$ cat config.mk
export PLATFORM = sky130hd
export DESIGN_NAME = branch_cache_control
export DESIGN_NICKNAME = d
export VERILOG_FILES = /design/src/hw/cache_ctrl_pkg.sv /design/src/hw/fetch_gate.sv /design/src/hw/branch_cache_control.sv
export SDC_FILE = /design/constraint.sdc
export NUM_CORES = 1
export LEC_CHECK = 0
export ABC_CLOCK_PERIOD_IN_PS = 2500
export BUFFER_PORTS_ARGS = -buffer_cell sky130_fd_sc_hd__buf_2
export CORE_MARGIN = 3
export CORE_UTILIZATION = 44
export CTS_CLUSTER_DIAMETER = 80
export CTS_CLUSTER_SIZE = 16
export DETAILED_ROUTE_END_ITERATION = 6
export GPL_TIMING_DRIVEN = 0
export MAX_ROUTING_LAYER = met4
export PLACE_DENSITY_LB_ADDON = 0.08
export SYNTH_ARGS = -nofsm -noshare
export SYNTH_HDL_FRONTEND = slang
export SYNTH_SLANG_ARGS = --single-unit
$ cat constraint.sdc
create_clock -name clk -period 2.5 [get_ports clk]
set_input_delay 0.25 -clock clk [delete_from_list [all_inputs] [get_ports clk]]
set_output_delay 0.25 -clock clk [all_outputs]
set_load 0.05 [all_outputs]
$ cat src/hw/cache_ctrl_pkg.sv
package cache_ctrl_pkg;

    // ==========================================
    // Register map
    localparam logic [7:0] CACHE_CONTROL_ADDR = 8'h00;
    localparam logic [7:0] CACHE_CONTROL_RESET = 8'hE6;

    // ==========================================
    // Field positions
    localparam int BIT_WRITE_EN = 7;
    localparam int BIT_READ_EN = 6;
    localparam int BIT_PREFETCH_EN = 5;
    localparam int BIT_FLUSH = 4;
    localparam int BIT_RETURN_FROM_INTERRUPT_INSTRUCTION = 3;
    localparam int BIT_ISR = 2;
    localparam int BIT_CODE_TABLE_READ_INSTRUCTION = 1;
    localparam int BIT_BLOCK = 0;

    // ==========================================
    // Flash write grouping sizes
    localparam logic [2:0] GROUP_SINGLE = 3'h1;
    localparam logic [2:0] GROUP_CODE = 3'h4;
    localparam logic [2:0] GROUP_SCRATCH = 3'h2;

    // ==========================================
    // Kinds of fetch offered to the cache
    typedef enum logic [1:0] {
        FETCH_NORMAL,
        FETCH_RETURN_FROM_INTERRUPT_INSTRUCTION,
        FETCH_TABLE
    } fetch_kind_t;

    // Fetch presented by the core
    typedef struct packed {
        logic valid;
        fetch_kind_t kind;
        logic in_isr;
        logic hit;
    } fetch_req_t;

    // Controls steering the cache datapath
    typedef struct packed {
        logic fill_write;
        logic read_from_cache;
        logic prefetch_issue;
        logic flush_pulse;
    } cache_ctl_t;

endpackage

$ cat src/hw/fetch_gate.sv
module fetch_gate
    import cache_ctrl_pkg::*;
(
    input fetch_req_t req,
    input wire logic [7:0] ctrl,
    output cache_ctl_t gate
);
    // ==========================================
    // Caching eligibility
    wire kind_ok;
    wire isr_ok;
    wire fill_ok;
    assign kind_ok = (req.kind == FETCH_RETURN_FROM_INTERRUPT_INSTRUCTION) ? ctrl[BIT_RETURN_FROM_INTERRUPT_INSTRUCTION] :
                     (req.kind == FETCH_TABLE) ? ctrl[BIT_CODE_TABLE_READ_INSTRUCTION] :
                     1'b1;
    assign isr_ok = !req.in_isr || ctrl[BIT_ISR];
    assign fill_ok = req.valid && kind_ok && isr_ok;

    assign gate.fill_write = fill_ok && ctrl[BIT_WRITE_EN];
    assign gate.read_from_cache = req.valid && req.hit && ctrl[BIT_READ_EN];
    assign gate.prefetch_issue = req.valid && ctrl[BIT_PREFETCH_EN];
    assign gate.flush_pulse = 1'b0;
endmodule

$ cat src/hw/branch_cache_control.sv
// Operation
// - Write enable bit 7 lets ordinary fetches fill the cache.
// - Write enable clear keeps contents, except flash updates and pushes.
// - Bit 2 set allows interrupt routine instructions to be cached.
// - Bit 1 set allows code table read data to be cached.
// - Read enable clear serves fetches from flash or prefetch only.
// - Prefetch enable clear stops look-ahead flash word reads.
// - Writing one to flush invalidates cache; bit reads zero.
// - Return targets are cached only when bit 3 is set; resets zero.
module branch_cache_control
    import cache_ctrl_pkg::*;
(
    input wire logic clk,
    input wire logic rst,
    input wire logic [7:0] addr,
    input wire logic [7:0] wdata,
    input wire logic wr,
    input wire logic rd,
    output logic [7:0] rdata,
    input fetch_req_t fetch,
    input wire logic flash_scratch,
    output cache_ctl_t ctl,
    output logic [2:0] flash_group
);
    // ==========================================
    // Decode
    wire hit_addr;
    wire wr_ctl;
    wire rd_ctl;
    wire flush_req;
    assign hit_addr = addr == CACHE_CONTROL_ADDR;
    assign wr_ctl = wr && hit_addr;
    assign rd_ctl = rd && hit_addr;
    assign flush_req = wr_ctl && wdata[BIT_FLUSH];

    // ==========================================
    // Control register
    logic [7:0] ctrl_r;
    logic [7:0] ctrl_nxt;
    logic flush_r;
    logic [7:0] rdata_r;
    logic [7:0] rdata_nxt;
    logic [2:0] group_r;
    logic [2:0] group_nxt;
    cache_ctl_t gate;

    // ==========================================
    // Helpers
    function automatic logic [7:0] strip_flush(input logic [7:0] v);
        return v & ~(8'h01 << BIT_FLUSH);
    endfunction

    function automatic logic [2:0] group_size(input logic block, input logic scratch);
        if (!block)
        begin
            return GROUP_SINGLE;
        end
        return scratch ? GROUP_SCRATCH : GROUP_CODE;
    endfunction

    localparam logic [7:0] CTRL_RESET_STORED = strip_flush(CACHE_CONTROL_RESET);

    // ==========================================
    // Next values
    assign ctrl_nxt = wr_ctl ? strip_flush(wdata) : ctrl_r;
    assign rdata_nxt = rd_ctl ? ctrl_r : 8'h00;
    assign group_nxt = group_size(ctrl_r[BIT_BLOCK], flash_scratch);

    // ==========================================
    // Registers
    always_ff @(posedge clk or posedge rst)
    begin
        if (rst)
        begin
            ctrl_r <= CTRL_RESET_STORED;
        end
        else
        begin
            ctrl_r <= ctrl_nxt;
        end
    end

    always_ff @(posedge clk or posedge rst)
    begin
        if (rst)
        begin
            flush_r <= 1'b0;
        end
        else
        begin
            flush_r <= flush_req;
        end
    end

    always_ff @(posedge clk or posedge rst)
    begin
        if (rst)
        begin
            rdata_r <= 8'h00;
        end
        else
        begin
            rdata_r <= rdata_nxt;
        end
    end

    always_ff @(posedge clk or posedge rst)
    begin
        if (rst)
        begin
            group_r <= GROUP_SINGLE;
        end
        else
        begin
            group_r <= group_nxt;
        end
    end

    fetch_gate u_gate (
        .req(fetch),
        .ctrl(ctrl_r),
        .gate(gate)
    );

    assign ctl.fill_write = gate.fill_write;
    assign ctl.read_from_cache = gate.read_from_cache;
    assign ctl.prefetch_issue = gate.prefetch_issue;
    assign ctl.flush_pulse = flush_r;
    assign rdata = rdata_r;
    assign flash_group = group_r;

    // ==========================================
    // Checks
    a_flush_one_cycle: assert property (@(posedge clk) disable iff (rst)
        flush_req |=> ctl.flush_pulse ##1 (!ctl.flush_pulse || $past(flush_req)))
        else $error("flush pulse wrong");
    a_flush_reads_zero: assert property (@(posedge clk) disable iff (rst)
        rd_ctl |=> !rdata[BIT_FLUSH])
        else $error("flush bit read as one");
    a_write_gated: assert property (@(posedge clk) disable iff (rst)
        !ctrl_r[BIT_WRITE_EN] |-> !ctl.fill_write)
        else $error("fill while writes disabled");
    a_write_allowed: assert property (@(posedge clk) disable iff (rst)
        (ctrl_r[BIT_WRITE_EN] && fetch.valid && fetch.kind == FETCH_NORMAL && !fetch.in_isr)
        |-> ctl.fill_write)
        else $error("normal fill blocked");
    a_isr_excluded: assert property (@(posedge clk) disable iff (rst)
        (fetch.in_isr && !ctrl_r[BIT_ISR]) |-> !ctl.fill_write)
        else $error("isr code cached");
    a_table_excluded: assert property (@(posedge clk) disable iff (rst)
        (fetch.kind == FETCH_TABLE && !ctrl_r[BIT_CODE_TABLE_READ_INSTRUCTION]) |-> !ctl.fill_write)
        else $error("table data cached");
    a_read_gated: assert property (@(posedge clk) disable iff (rst)
        !ctrl_r[BIT_READ_EN] |-> !ctl.read_from_cache)
        else $error("cache read while disabled");
    a_prefetch_off: assert property (@(posedge clk) disable iff (rst)
        !ctrl_r[BIT_PREFETCH_EN] |-> !ctl.prefetch_issue)
        else $error("prefetch while disabled");
    a_return_from_interrupt_instruction_excluded: assert property (@(posedge clk) disable iff (rst)
        (fetch.kind == FETCH_RETURN_FROM_INTERRUPT_INSTRUCTION && !ctrl_r[BIT_RETURN_FROM_INTERRUPT_INSTRUCTION]) |-> !ctl.fill_write)
        else $error("return target cached");
    a_group_size: assert property (@(posedge clk) disable iff (rst)
        ##1 (flash_group == ($past(ctrl_r[BIT_BLOCK]) ?
        ($past(flash_scratch) ? GROUP_SCRATCH : GROUP_CODE) : GROUP_SINGLE)))
        else $error("flash group size wrong");
    a_flush_needs_write: assert property (@(posedge clk) disable iff (rst)
        ctl.flush_pulse |-> $past(flush_req))
        else $error("flush pulse without write");
    a_flush_not_stored: assert property (@(posedge clk) disable iff (rst)
        !ctrl_r[BIT_FLUSH])
        else $error("flush bit stored");
    a_write_stores: assert property (@(posedge clk) disable iff (rst)
        wr_ctl |=> (ctrl_r == ($past(wdata) & ~(8'h01 << BIT_FLUSH))))
        else $error("written byte not stored");
    a_ctrl_holds: assert property (@(posedge clk) disable iff (rst)
        !wr_ctl |=> $stable(ctrl_r))
        else $error("register changed without write");
    a_reset_value: assert property (@(posedge clk) disable iff (rst)
        $past(rst) |-> (ctrl_r == CTRL_RESET_STORED))
        else $error("register reset value wrong");
    a_read_data: assert property (@(posedge clk) disable iff (rst)
        rd_ctl |=> (rdata == $past(ctrl_r)))
        else $error("read data wrong");
    a_read_idle_zero: assert property (@(posedge clk) disable iff (rst)
        !rd_ctl |=> (rdata == 8'h00))
        else $error("read data outside read cycle");
    a_fill_needs_valid: assert property (@(posedge clk) disable iff (rst)
        !fetch.valid |-> !ctl.fill_write)
        else $error("fill without fetch");
    a_isr_allowed: assert property (@(posedge clk) disable iff (rst)
        (ctrl_r[BIT_WRITE_EN] && ctrl_r[BIT_ISR] && fetch.valid && fetch.in_isr
        && fetch.kind == FETCH_NORMAL) |-> ctl.fill_write)
        else $error("isr code not cached");
    a_table_allowed: assert property (@(posedge clk) disable iff (rst)
        (ctrl_r[BIT_WRITE_EN] && ctrl_r[BIT_CODE_TABLE_READ_INSTRUCTION] && fetch.valid && !fetch.in_isr
        && fetch.kind == FETCH_TABLE) |-> ctl.fill_write)
        else $error("table data not cached");
    a_return_from_interrupt_instruction_allowed: assert property (@(posedge clk) disable iff (rst)
        (ctrl_r[BIT_WRITE_EN] && ctrl_r[BIT_RETURN_FROM_INTERRUPT_INSTRUCTION] && fetch.valid && !fetch.in_isr
        && fetch.kind == FETCH_RETURN_FROM_INTERRUPT_INSTRUCTION) |-> ctl.fill_write)
        else $error("return target not cached");
    a_read_allowed: assert property (@(posedge clk) disable iff (rst)
        (ctrl_r[BIT_READ_EN] && fetch.valid && fetch.hit) |-> ctl.read_from_cache)
        else $error("cache hit not served");
    a_read_needs_hit: assert property (@(posedge clk) disable iff (rst)
        !(fetch.valid && fetch.hit) |-> !ctl.read_from_cache)
        else $error("cache read without hit");
    a_fill_while_unread: assert property (@(posedge clk) disable iff (rst)
        (!ctrl_r[BIT_READ_EN] && ctrl_r[BIT_WRITE_EN] && fetch.valid && !fetch.in_isr
        && fetch.kind == FETCH_NORMAL) |-> ctl.fill_write)
        else $error("fill stopped by read disable");
    a_prefetch_on: assert property (@(posedge clk) disable iff (rst)
        (ctrl_r[BIT_PREFETCH_EN] && fetch.valid) |-> ctl.prefetch_issue)
        else $error("prefetch not issued");
    a_prefetch_needs_fetch: assert property (@(posedge clk) disable iff (rst)
        !fetch.valid |-> !ctl.prefetch_issue)
        else $error("prefetch without fetch");
    a_group_legal: assert property (@(posedge clk) disable iff (rst)
        (flash_group == GROUP_SINGLE) || (flash_group == GROUP_CODE)
        || (flash_group == GROUP_SCRATCH))
        else $error("flash group size illegal");

    c_flush: cover property (@(posedge clk) disable iff (rst) ctl.flush_pulse);
    c_fill: cover property (@(posedge clk) disable iff (rst) ctl.fill_write);
    c_return_from_interrupt_instruction_fill: cover property (@(posedge clk) disable iff (rst)
        ctl.fill_write && fetch.kind == FETCH_RETURN_FROM_INTERRUPT_INSTRUCTION);
    c_block: cover property (@(posedge clk) disable iff (rst) flash_group == GROUP_CODE);
    c_table_fill: cover property (@(posedge clk) disable iff (rst)
        ctl.fill_write && fetch.kind == FETCH_TABLE);
endmodule

==> impl_metrics.toml, run 1 <==
[grt]
grt_use_total = 0.1347
grt_pass1_wl_um = 1987
first_global_vias = 495
grt_max_degree = 19
grt_overflow = 0
antenna_found_initial = 0

[cells_and_area]
design_area_um2 = 959.7
multiInputGateArea_um2 = 221.5
n_antenna_cell = 0
syn_to_final_growth_pct = 35.27
nNetsFinal = 122
seq_area_um2 = 457.9
fill_cells = 122
mostFrequentLayoutCell = "buf_2"
drive_above_1_share = 0.6632
mostFrequentLayoutCells = "buf_2, dfrtp_1, and2_1"

[pwr]
peakVddDrop_mv = 0.4730
pwr-share-clk = 0.321
total_power_w = 0.0005268
sequentialPowerShare = 0.580
pwr-share-comb = 0.099
internal-power_w = 0.0004136
switching_share = 0.2148
p_per_area_mw_per_mm2 = 548.9
leakagePower_nw = 0.5472
switching_power_w = 0.0001132

[worst_setup_path]
slowest_delay_ns = 0.46
cp.required_ns = 2.25
worstPathCellList = "or3b_2 > o2111ai_1 > a21oi_1 > buf_2"
slowest_stage = "or3b_2"
crit_path_start_kind = "flip-flop"
crit_path_end_kind = "output port"
path_class = "reg2out"
arrival_ns = 1.52
path_max_fanout = 3

[sta]
setup_viol = 0
fin_ws_ns = 0.7349
whs_ns = 0.04552
finalHoldViolCount = 0
slew_violations = 0
setup-tns-final_ns = 0
rsz0062_at_grt = "no"
fin_crit_sh = 0.7060
relSlewSlack = 0.5646
tightestPinTransition_ns = 0.6524
clock_skew_ns = 0.003470
fmax_ghz = 0.5665
period_minus_slack_ns = 1.765

[placed_design]
io_buffers = 39
place_ws_ns = 1.045
post_dp_cell_area_um2 = 923.4
gp_congestion = 0.6484

[synthesis]
ys_types = 15
syn_nets = 78
yosysWarnings = 0
synth_area_um2 = 709.4
synth-seq-cells = 18
synthCells = 52
yosysSeqAreaShare = 0.6455
avgSynthCellArea_um2 = 13.64

[floorplan]
die_area_mm2 = 0.002130
row_count = 13
placeableCoreArea_mm2 = 0.001399
io_pins = 41
die_x_um = 46.16
initial_core_util = 0.5072
die_y_um = 46.16

[routing]
final_antenna_net_count = 0
wire_per_inst_um = 10.87
num_vias = 529
dr.pass1.iters = 2
post_drt_via_cell_ratio = 4.809
drcViolationCount = 0
finalWirelength_um = 1196
dr.first_iter.drc_count = 1

[clock_network]
cts_resized = 0
cts_setup_buffers = 0
clock_path_buffers = 2
cts_tree = "built"
holdBufCountCts = 0
ctsRootBufferMaster = "clkbuf_4"
htree_levels = 1
clk_transition_reported_paths_ns = 0.10
cts_made_buffers = 3
clkSinkCount = 18
insertion_delay_ns = 0.28

[outcome]
status = "finished clean"

[min_path]
hold_class = "in2async"

[run]
drv_cap = 0
cells in the mapped netlist (all sizes together):
master / n / area (um^2)
dfrtp: 12 / 300.3
and2: 9 / 56.30
mux2: 7 / 78.83
dfstp: 6 / 157.7
inv: 4 / 15.01
nor2: 3 / 11.26
and3: 2 / 13.77
buf: 2 / 15.01
nor4: 2 / 25.02
a21oi: 1 / 5.000
conb: 1 / 3.750
nand3: 1 / 10.01
o2111ai: 1 / 8.760
or3b: 1 / 8.760
power by group through the flow:
| stage | clock network (W) | registers, W | logic (W) |
|---|---|---|---|
| floorplan | 0 | 0.000316 | 0.0000220 |
| global placement | 0 | 0.000311 | 0.0000520 |
| detailed placement | 0 | 0.000311 | 0.0000529 |
| CTS | 0.000173 | 0.000306 | 0.0000530 |
| global route | 0.000187 | 0.000307 | 0.0000588 |
| finish | 0.000169 | 0.000306 | 0.0000523 |
critical path, delay by kind of cell, from the launching register on:
| family | cells | cell delay [ns] |
|---|---|---|
| simple gates | 1 | 0.46 |
| compound gates | 2 | 0.18 |
| buf+inv | 1 | 0.21 |
| flops | 1 | 0.40 |
metal layers:
layer  global-route usage  part of all wire
met1               0.1622              0.38
met2               0.2308              0.50
met3              0.04688              0.12
met4                    0                 0
met5                    -                 0
stage by stage:
| step | cells | utilization |
|---|---|---|
| 2_1_floorplan | 52 | - |
| 3_3_place_gp | 106 | 0.6601 |
| 3_5_place_dp | 106 | 0.6601 |
| 4_1_cts | 110 | 0.6860 |
| 5_1_grt | 110 | 0.6860 |
| 6_report | 110 | 0.6860 |
final timing paths:
| check | start | endpoint | slack [ns] | cells past startpoint |
|---|---|---|---|---|
| setup / recovery | ctrl_r[3] | ctl[3] | 0.73 | 4 |
| hold / removal | rst | ctrl_r[0] | 0.05 | 2 |
| setup reg to reg | ctrl_r[0] | ctrl_r[0] | 1.73 | 1 |
| hold reg to reg | ctrl_r[0] | flash_group[0] | 0.43 | 1 |
| max in group asynchronous | rst | flash_group[1] | 2.04 | 2 |
| min in group clk | flash_scratch | flash_group[2] | 0.11 | 2 |
area by class of cell:
class | instances | share of cell area
inverters | 4 | 0.01565
well taps | 15 | 0.01956
multi-input cells | 28 | 0.2308
repair buffers | 39 | 0.2034
flip-flops and latches | 18 | 0.4772
plain buffers | 2 | 0.01565
clock buffers | 4 | 0.03781
cell families (layout without fill, tap and decap cells):
| group | count (synthesis) | after routing | synth area share |
|---|---|---|---|
| AOI/OAI and AO/OA | 2 | 2 | 0.01940 |
| buffers and inverters | 6 | 49 | 0.04232 |
| DFF | 18 | 18 | 0.6455 |
| muxes | 7 | 7 | 0.1111 |
| other | 1 | 1 | 0.005286 |
| and+or+nand+nor | 18 | 18 | 0.1764 |
state kept, by name, summed over array words and instances, names as in the netlist:
register and count:
rdata 7, flush_r 1, flash_group 3, ctrl_r 7
(Power assumes the default switching activity.)
==> inputs of run 2 (changes only) <==
Settings changed: ABC_CLOCK_PERIOD_IN_PS 2500 to 1700, CORE_UTILIZATION 44 to 41.
Clock period 2.5 ns to 1.7 ns, I/O delays scaled along.
==> run 2 against run 1 <==
- first-iteration DRC count did not move
- non-clock buffer count rose by 1
- via count fell by 1.3%
- highest routed layer is now met4
==> impl_metrics.toml, run 2 (synthesis results as in run 1) <==
[pwr]
peakVddDrop_mv = 0.5693
p_per_area_mw_per_mm2 = 796.7
leakagePower_nw = 0.5525

[worst_setup_path]
slowest_stage = "dfrtp_1"
timing.rr.end = "ctrl_r[3]"
reg2reg_from = "ctrl_r[3]"
critPathLaunch = "ctrl_r[3]"
cp.required_ns = 1.53
reg2reg_depth = 1
arrival_ns = 1.40
crit_path_end_kind = "output port"
crit_path_start_kind = "flip-flop"
r2r_setup_slack_ns = 0.93
worstPathCellList = "or3b_4 > o2111ai_2 > a21oi_1 > buf_4"
slowest_delay_ns = 0.40
path_max_fanout = 3
path_class = "reg2out"

[grt]
grt_max_degree = 19
grt_pass1_wl_um = 1828
grt_use_total = 0.1216
antenna_found_initial = 0
first_global_vias = 441
grt_overflow = 0

[clock_network]
htree_levels = 1
insertion_delay_ns = 0.29
ctsRootBufferMaster = "clkbuf_4"
cts_made_buffers = 3
clkSinkCount = 18
cts_tree = "built"
clk_transition_reported_paths_ns = 0.10
clock_path_buffers = 2
cts_setup_buffers = 0

[sta]
fmax_ghz = 0.6384
relSlewSlack = 0.5874
tightestPinTransition_ns = 0.6182
setup-tns-final_ns = 0
clock_skew_ns = 0.005429
slew_violations = 0
whs_ns = 0.03649
period_minus_slack_ns = 1.566
fin_crit_sh = 0.9214
rsz0062_at_grt = "no"
finalHoldViolCount = 0
setup_viol = 0

[routing]
drcViolationCount = 0
wire_per_inst_um = 10.93
dr.pass1.iters = 4
post_drt_via_cell_ratio = 4.661
final_antenna_net_count = 0
dr.first_iter.drc_count = 1
num_vias = 522
finalWirelength_um = 1224

[min_path]
min_from = "flash_scratch"
hold_class = "in2reg"
whs_endpoint = "flash_group[2]"
holdPathStages = 2

[floorplan]
row_count = 14
die_y_um = 47.60
die_x_um = 47.60
die_area_mm2 = 0.002265
initial_core_util = 0.4551
placeableCoreArea_mm2 = 0.001559
io_pins = 41

[placed_design]
dp.cells = 107
gp_congestion = 0.6490
io_buffers = 39
dp_hpwl_um = 941.3

[run]
drv_cap = 0

[cells_and_area]
finalNonFillerCells = 112
nNetsFinal = 123
n_antenna_cell = 0
mostFrequentLayoutCell = "buf_2"
syn_to_final_growth_pct = 38.45
drive_above_1_share = 0.6667
mostFrequentLayoutCells = "buf_2, dfrtp_1, and2_1"

[outcome]
status = "finished clean"
## run 2: cell count changes in the layout (fill, tap and decap cells not counted)
cell / previous run / this run
buf_2: 39 / 38
o2111ai_1: 1 / 0
dlygate4sd3_1: 0 / 1
buf_4: 2 / 3
o2111ai_2: 0 / 1
or3b_2: 1 / 0
or3b_4: 0 / 1
## run 2: layer usage
metal,track usage,part of all wire
met1,0.1226,0.39
met2,0.2112,0.50
met3,0.05639,0.10
met4,0.03226,0.0049
met5,-,0
## run 2: worst max-delay path: cells and delay by family, from the launching register on
kind,cells,cell delay (ns)
AOI/OAI and AO/OA,2,0.13
buffers and inverters,1,0.19
DFF,1,0.40
and+or+nand+nor,1,0.40
## run 2: power breakdown
part	internal, W	switching (W)	total [W]
logic	0.0000374	0.0000440	0.0000814
clock network	0.000130	0.000121	0.000251
registers	0.000444	0.00000590	0.000450
## run 2: how the worst max path moves through the flow
stage / end / slack (ns)
after floorplan: ctl[3] / 0.13
after global placement: ctl[3] / 0.33
after detailed placement: ctl[3] / 0.34
after CTS: ctl[3] / 0.009
after global routing: ctl[3] / 0.07
final: ctl[3] / 0.13
## run 2: cell type report
cell class / instances / area [um^2]
flip-flops and latches: 18 / 457.9
clock buffers: 4 / 36.28
well taps: 16 / 20.02
multi-input cells: 28 / 230.2
repair buffers: 40 / 207.7
fillers: 125 / 576.8
plain buffers: 2 / 15.01
inverters: 4 / 15.01
## run 2: what timing repair did
| action | CTS | global route |
|---|---|---|
| endpoints found under the hold margin | 12 | 0 |
| hold buffers | 1 | 0 |
| endpoints found under the setup margin | 0 | 1 |
| resized for setup | 0 | 4 |
## run 2: per-stage QoR
stage | instance area [um^2] | utilization | power [W] | worst slack, ns
after floorplan | 709.4 | - | 0.0004966 | 0.1306
after global placement | 924.6 | 0.5931 | 0.0005336 | 0.3304
after detailed placement | 924.6 | 0.5931 | 0.0005351 | 0.3407
after CTS | 970.9 | 0.6228 | 0.0007882 | 0.008913
after global routing | 982.2 | 0.6300 | 0.0008143 | 0.07487
final | 982.2 | 0.6300 | 0.0007825 | 0.1336
==> inputs of run 3 (changes only) <==
Settings changed: CORE_UTILIZATION 41 to 44, CTS_BUF_LIST from default to sky130_fd_sc_hd__clkbuf_8.
==> run 3 against run 2 <==
- worst setup slack got worse by 0.061 ns
- sequential power is essentially flat
- largest power group unchanged
- final area increased by 0.51%
- clock skew is 0.0050 ns lower
- combinational power decreased by 4.1%
- sequential share of layout area decreased by 0.24 points
- global-route usage increased by 2.8 points
- count of clock-buffer cells in the layout unchanged
- non-clock buffer count decreased by 1
- hold slack lost 0.032 ns
==> impl_metrics.toml, run 3 (synthesis results as in run 1) <==
[outcome]
status = "finished clean"

[pwr]
peakVddDrop_mv = 0.4306
leakagePower_nw = 0.5550
p_per_area_mw_per_mm2 = 882.5
total_power_w = 0.0008712

[floorplan]
placeableCoreArea_mm2 = 0.001399
die_x_um = 46.16
die_y_um = 46.16
io_pins = 41
die_area_mm2 = 0.002130
row_count = 13
initial_core_util = 0.5072

[grt]
grt_pass1_wl_um = 2090
grt_overflow = 0
first_global_vias = 505
grt_use_total = 0.1496
grt_max_degree = 19
antenna_found_initial = 0

[worst_setup_path]
arrival_ns = 1.46
crit_path_start_kind = "flip-flop"
crit_path_end_kind = "output port"
path_max_fanout = 3
cp.required_ns = 1.53
path_class = "reg2out"

[placed_design]
io_buffers = 39
gp_congestion = 0.6484
dp.cells = 106

[sta]
fmax_ghz = 0.6144
relSlewSlack = 0.5543
tightestPinTransition_ns = 0.6678
finalHoldViolCount = 0
rsz0062_at_grt = "no"
clock_skew_ns = 0.0004716
setup-tns-final_ns = 0
period_minus_slack_ns = 1.628
setup_viol = 0
fin_crit_sh = 0.9575
slew_violations = 0

[clock_network]
cts_setup_buffers = 0
cts_made_buffers = 3
clock_path_buffers = 2
insertion_delay_ns = 0.25
cts_tree = "built"
ctsRootBufferMaster = "clkbuf_8"
htree_levels = 1
clk_transition_reported_paths_ns = 0.06
clkSinkCount = 18

[routing]
finalWirelength_um = 1270
drcViolationCount = 0
wire_per_inst_um = 11.55
dr.pass1.iters = 1
final_antenna_net_count = 0
post_drt_via_cell_ratio = 4.827
dr.first_iter.drc_count = 0
num_vias = 531

[run]
drv_cap = 0

[cells_and_area]
mostFrequentLayoutCells = "buf_2, dfrtp_1, and2_1"
finalNonFillerCells = 110
fill_cells = 113
syn_to_final_growth_pct = 39.15
utilization = 0.7057
drive_above_1_share = 0.6737
n_antenna_cell = 0
multiInputGateArea_um2 = 227.7
seq_area_um2 = 457.9
nNetsFinal = 122
mostFrequentLayoutCell = "buf_2"

[min_path]
hold_class = "in2async"
run 3: worst paths after layout:
path | from | slack, ns | endpoint | cells past startpoint
setup / recovery | ctrl_r[3] | 0.07 | ctl[3] | 4
hold / removal | rst | 0.005 | rdata[7] | 2
setup reg to reg | ctrl_r[0] | 0.94 | ctrl_r[0] | 1
hold reg to reg | ctrl_r[0] | 0.42 | flash_group[0] | 1
max in group asynchronous | rst | 1.27 | flush_r | 2
min in group clk | flash_scratch | 0.07 | flash_group[2] | 2
run 3: where the power goes:
part | total, W | internal [W] | leakage [nW] | switching [W]
logic | 0.0000781 | 0.0000349 | 0.297 | 0.0000432
clock network | 0.000343 | 0.000206 | 0.0288 | 0.000137
registers | 0.000451 | 0.000444 | 0.229 | 0.00000632
total | 0.000871 | 0.000685 | 0.555 | 0.000186
run 3: final cells by class:
type | count | area share
tap | 15 | 0.01901
clock buffer | 4 | 0.05577
sequential | 18 | 0.4639
timing repair buffer | 39 | 0.2003
inverter | 4 | 0.01521
buffer | 2 | 0.01521
multi-input combinational | 28 | 0.2307
run 3: timing repair:
action                                  in CTS  in global routing
gates resized for setup                      0                  3
hold buffers                                 0                  0
endpoints found under the setup margin       0                  1
run 3: routing by layer:
| metal | vias up | share of wire | track usage |
|---|---|---|---|
| li1 | 254 | - | - |
| met3 | 5 | 0.12 | 0.04688 |
| met1 | 240 | 0.38 | 0.1646 |
| met5 | - | 0 | - |
| met4 | 0 | 0.024 | 0.08523 |
| met2 | 32 | 0.48 | 0.2363 |
run 3: worst max-delay path, cell delays in order (launching register included):
cell,delay (ns)
dfrtp_1,0.39
or3b_2,0.48
o2111ai_2,0.10
a21oi_1,0.06
buf_4,0.19
run 3: through the flow:
step	hold slack, ns	worst slack, ns	instance area, um^2
detailed placement	0.2804	0.3252	923.4
finish	0.004925	0.07229	987.2
CTS	0.008818	0.04641	978.4
global placement	0.2774	0.3334	923.4
floorplan	0.1042	0.1306	709.4
global route	0.05937	0.02174	987.2
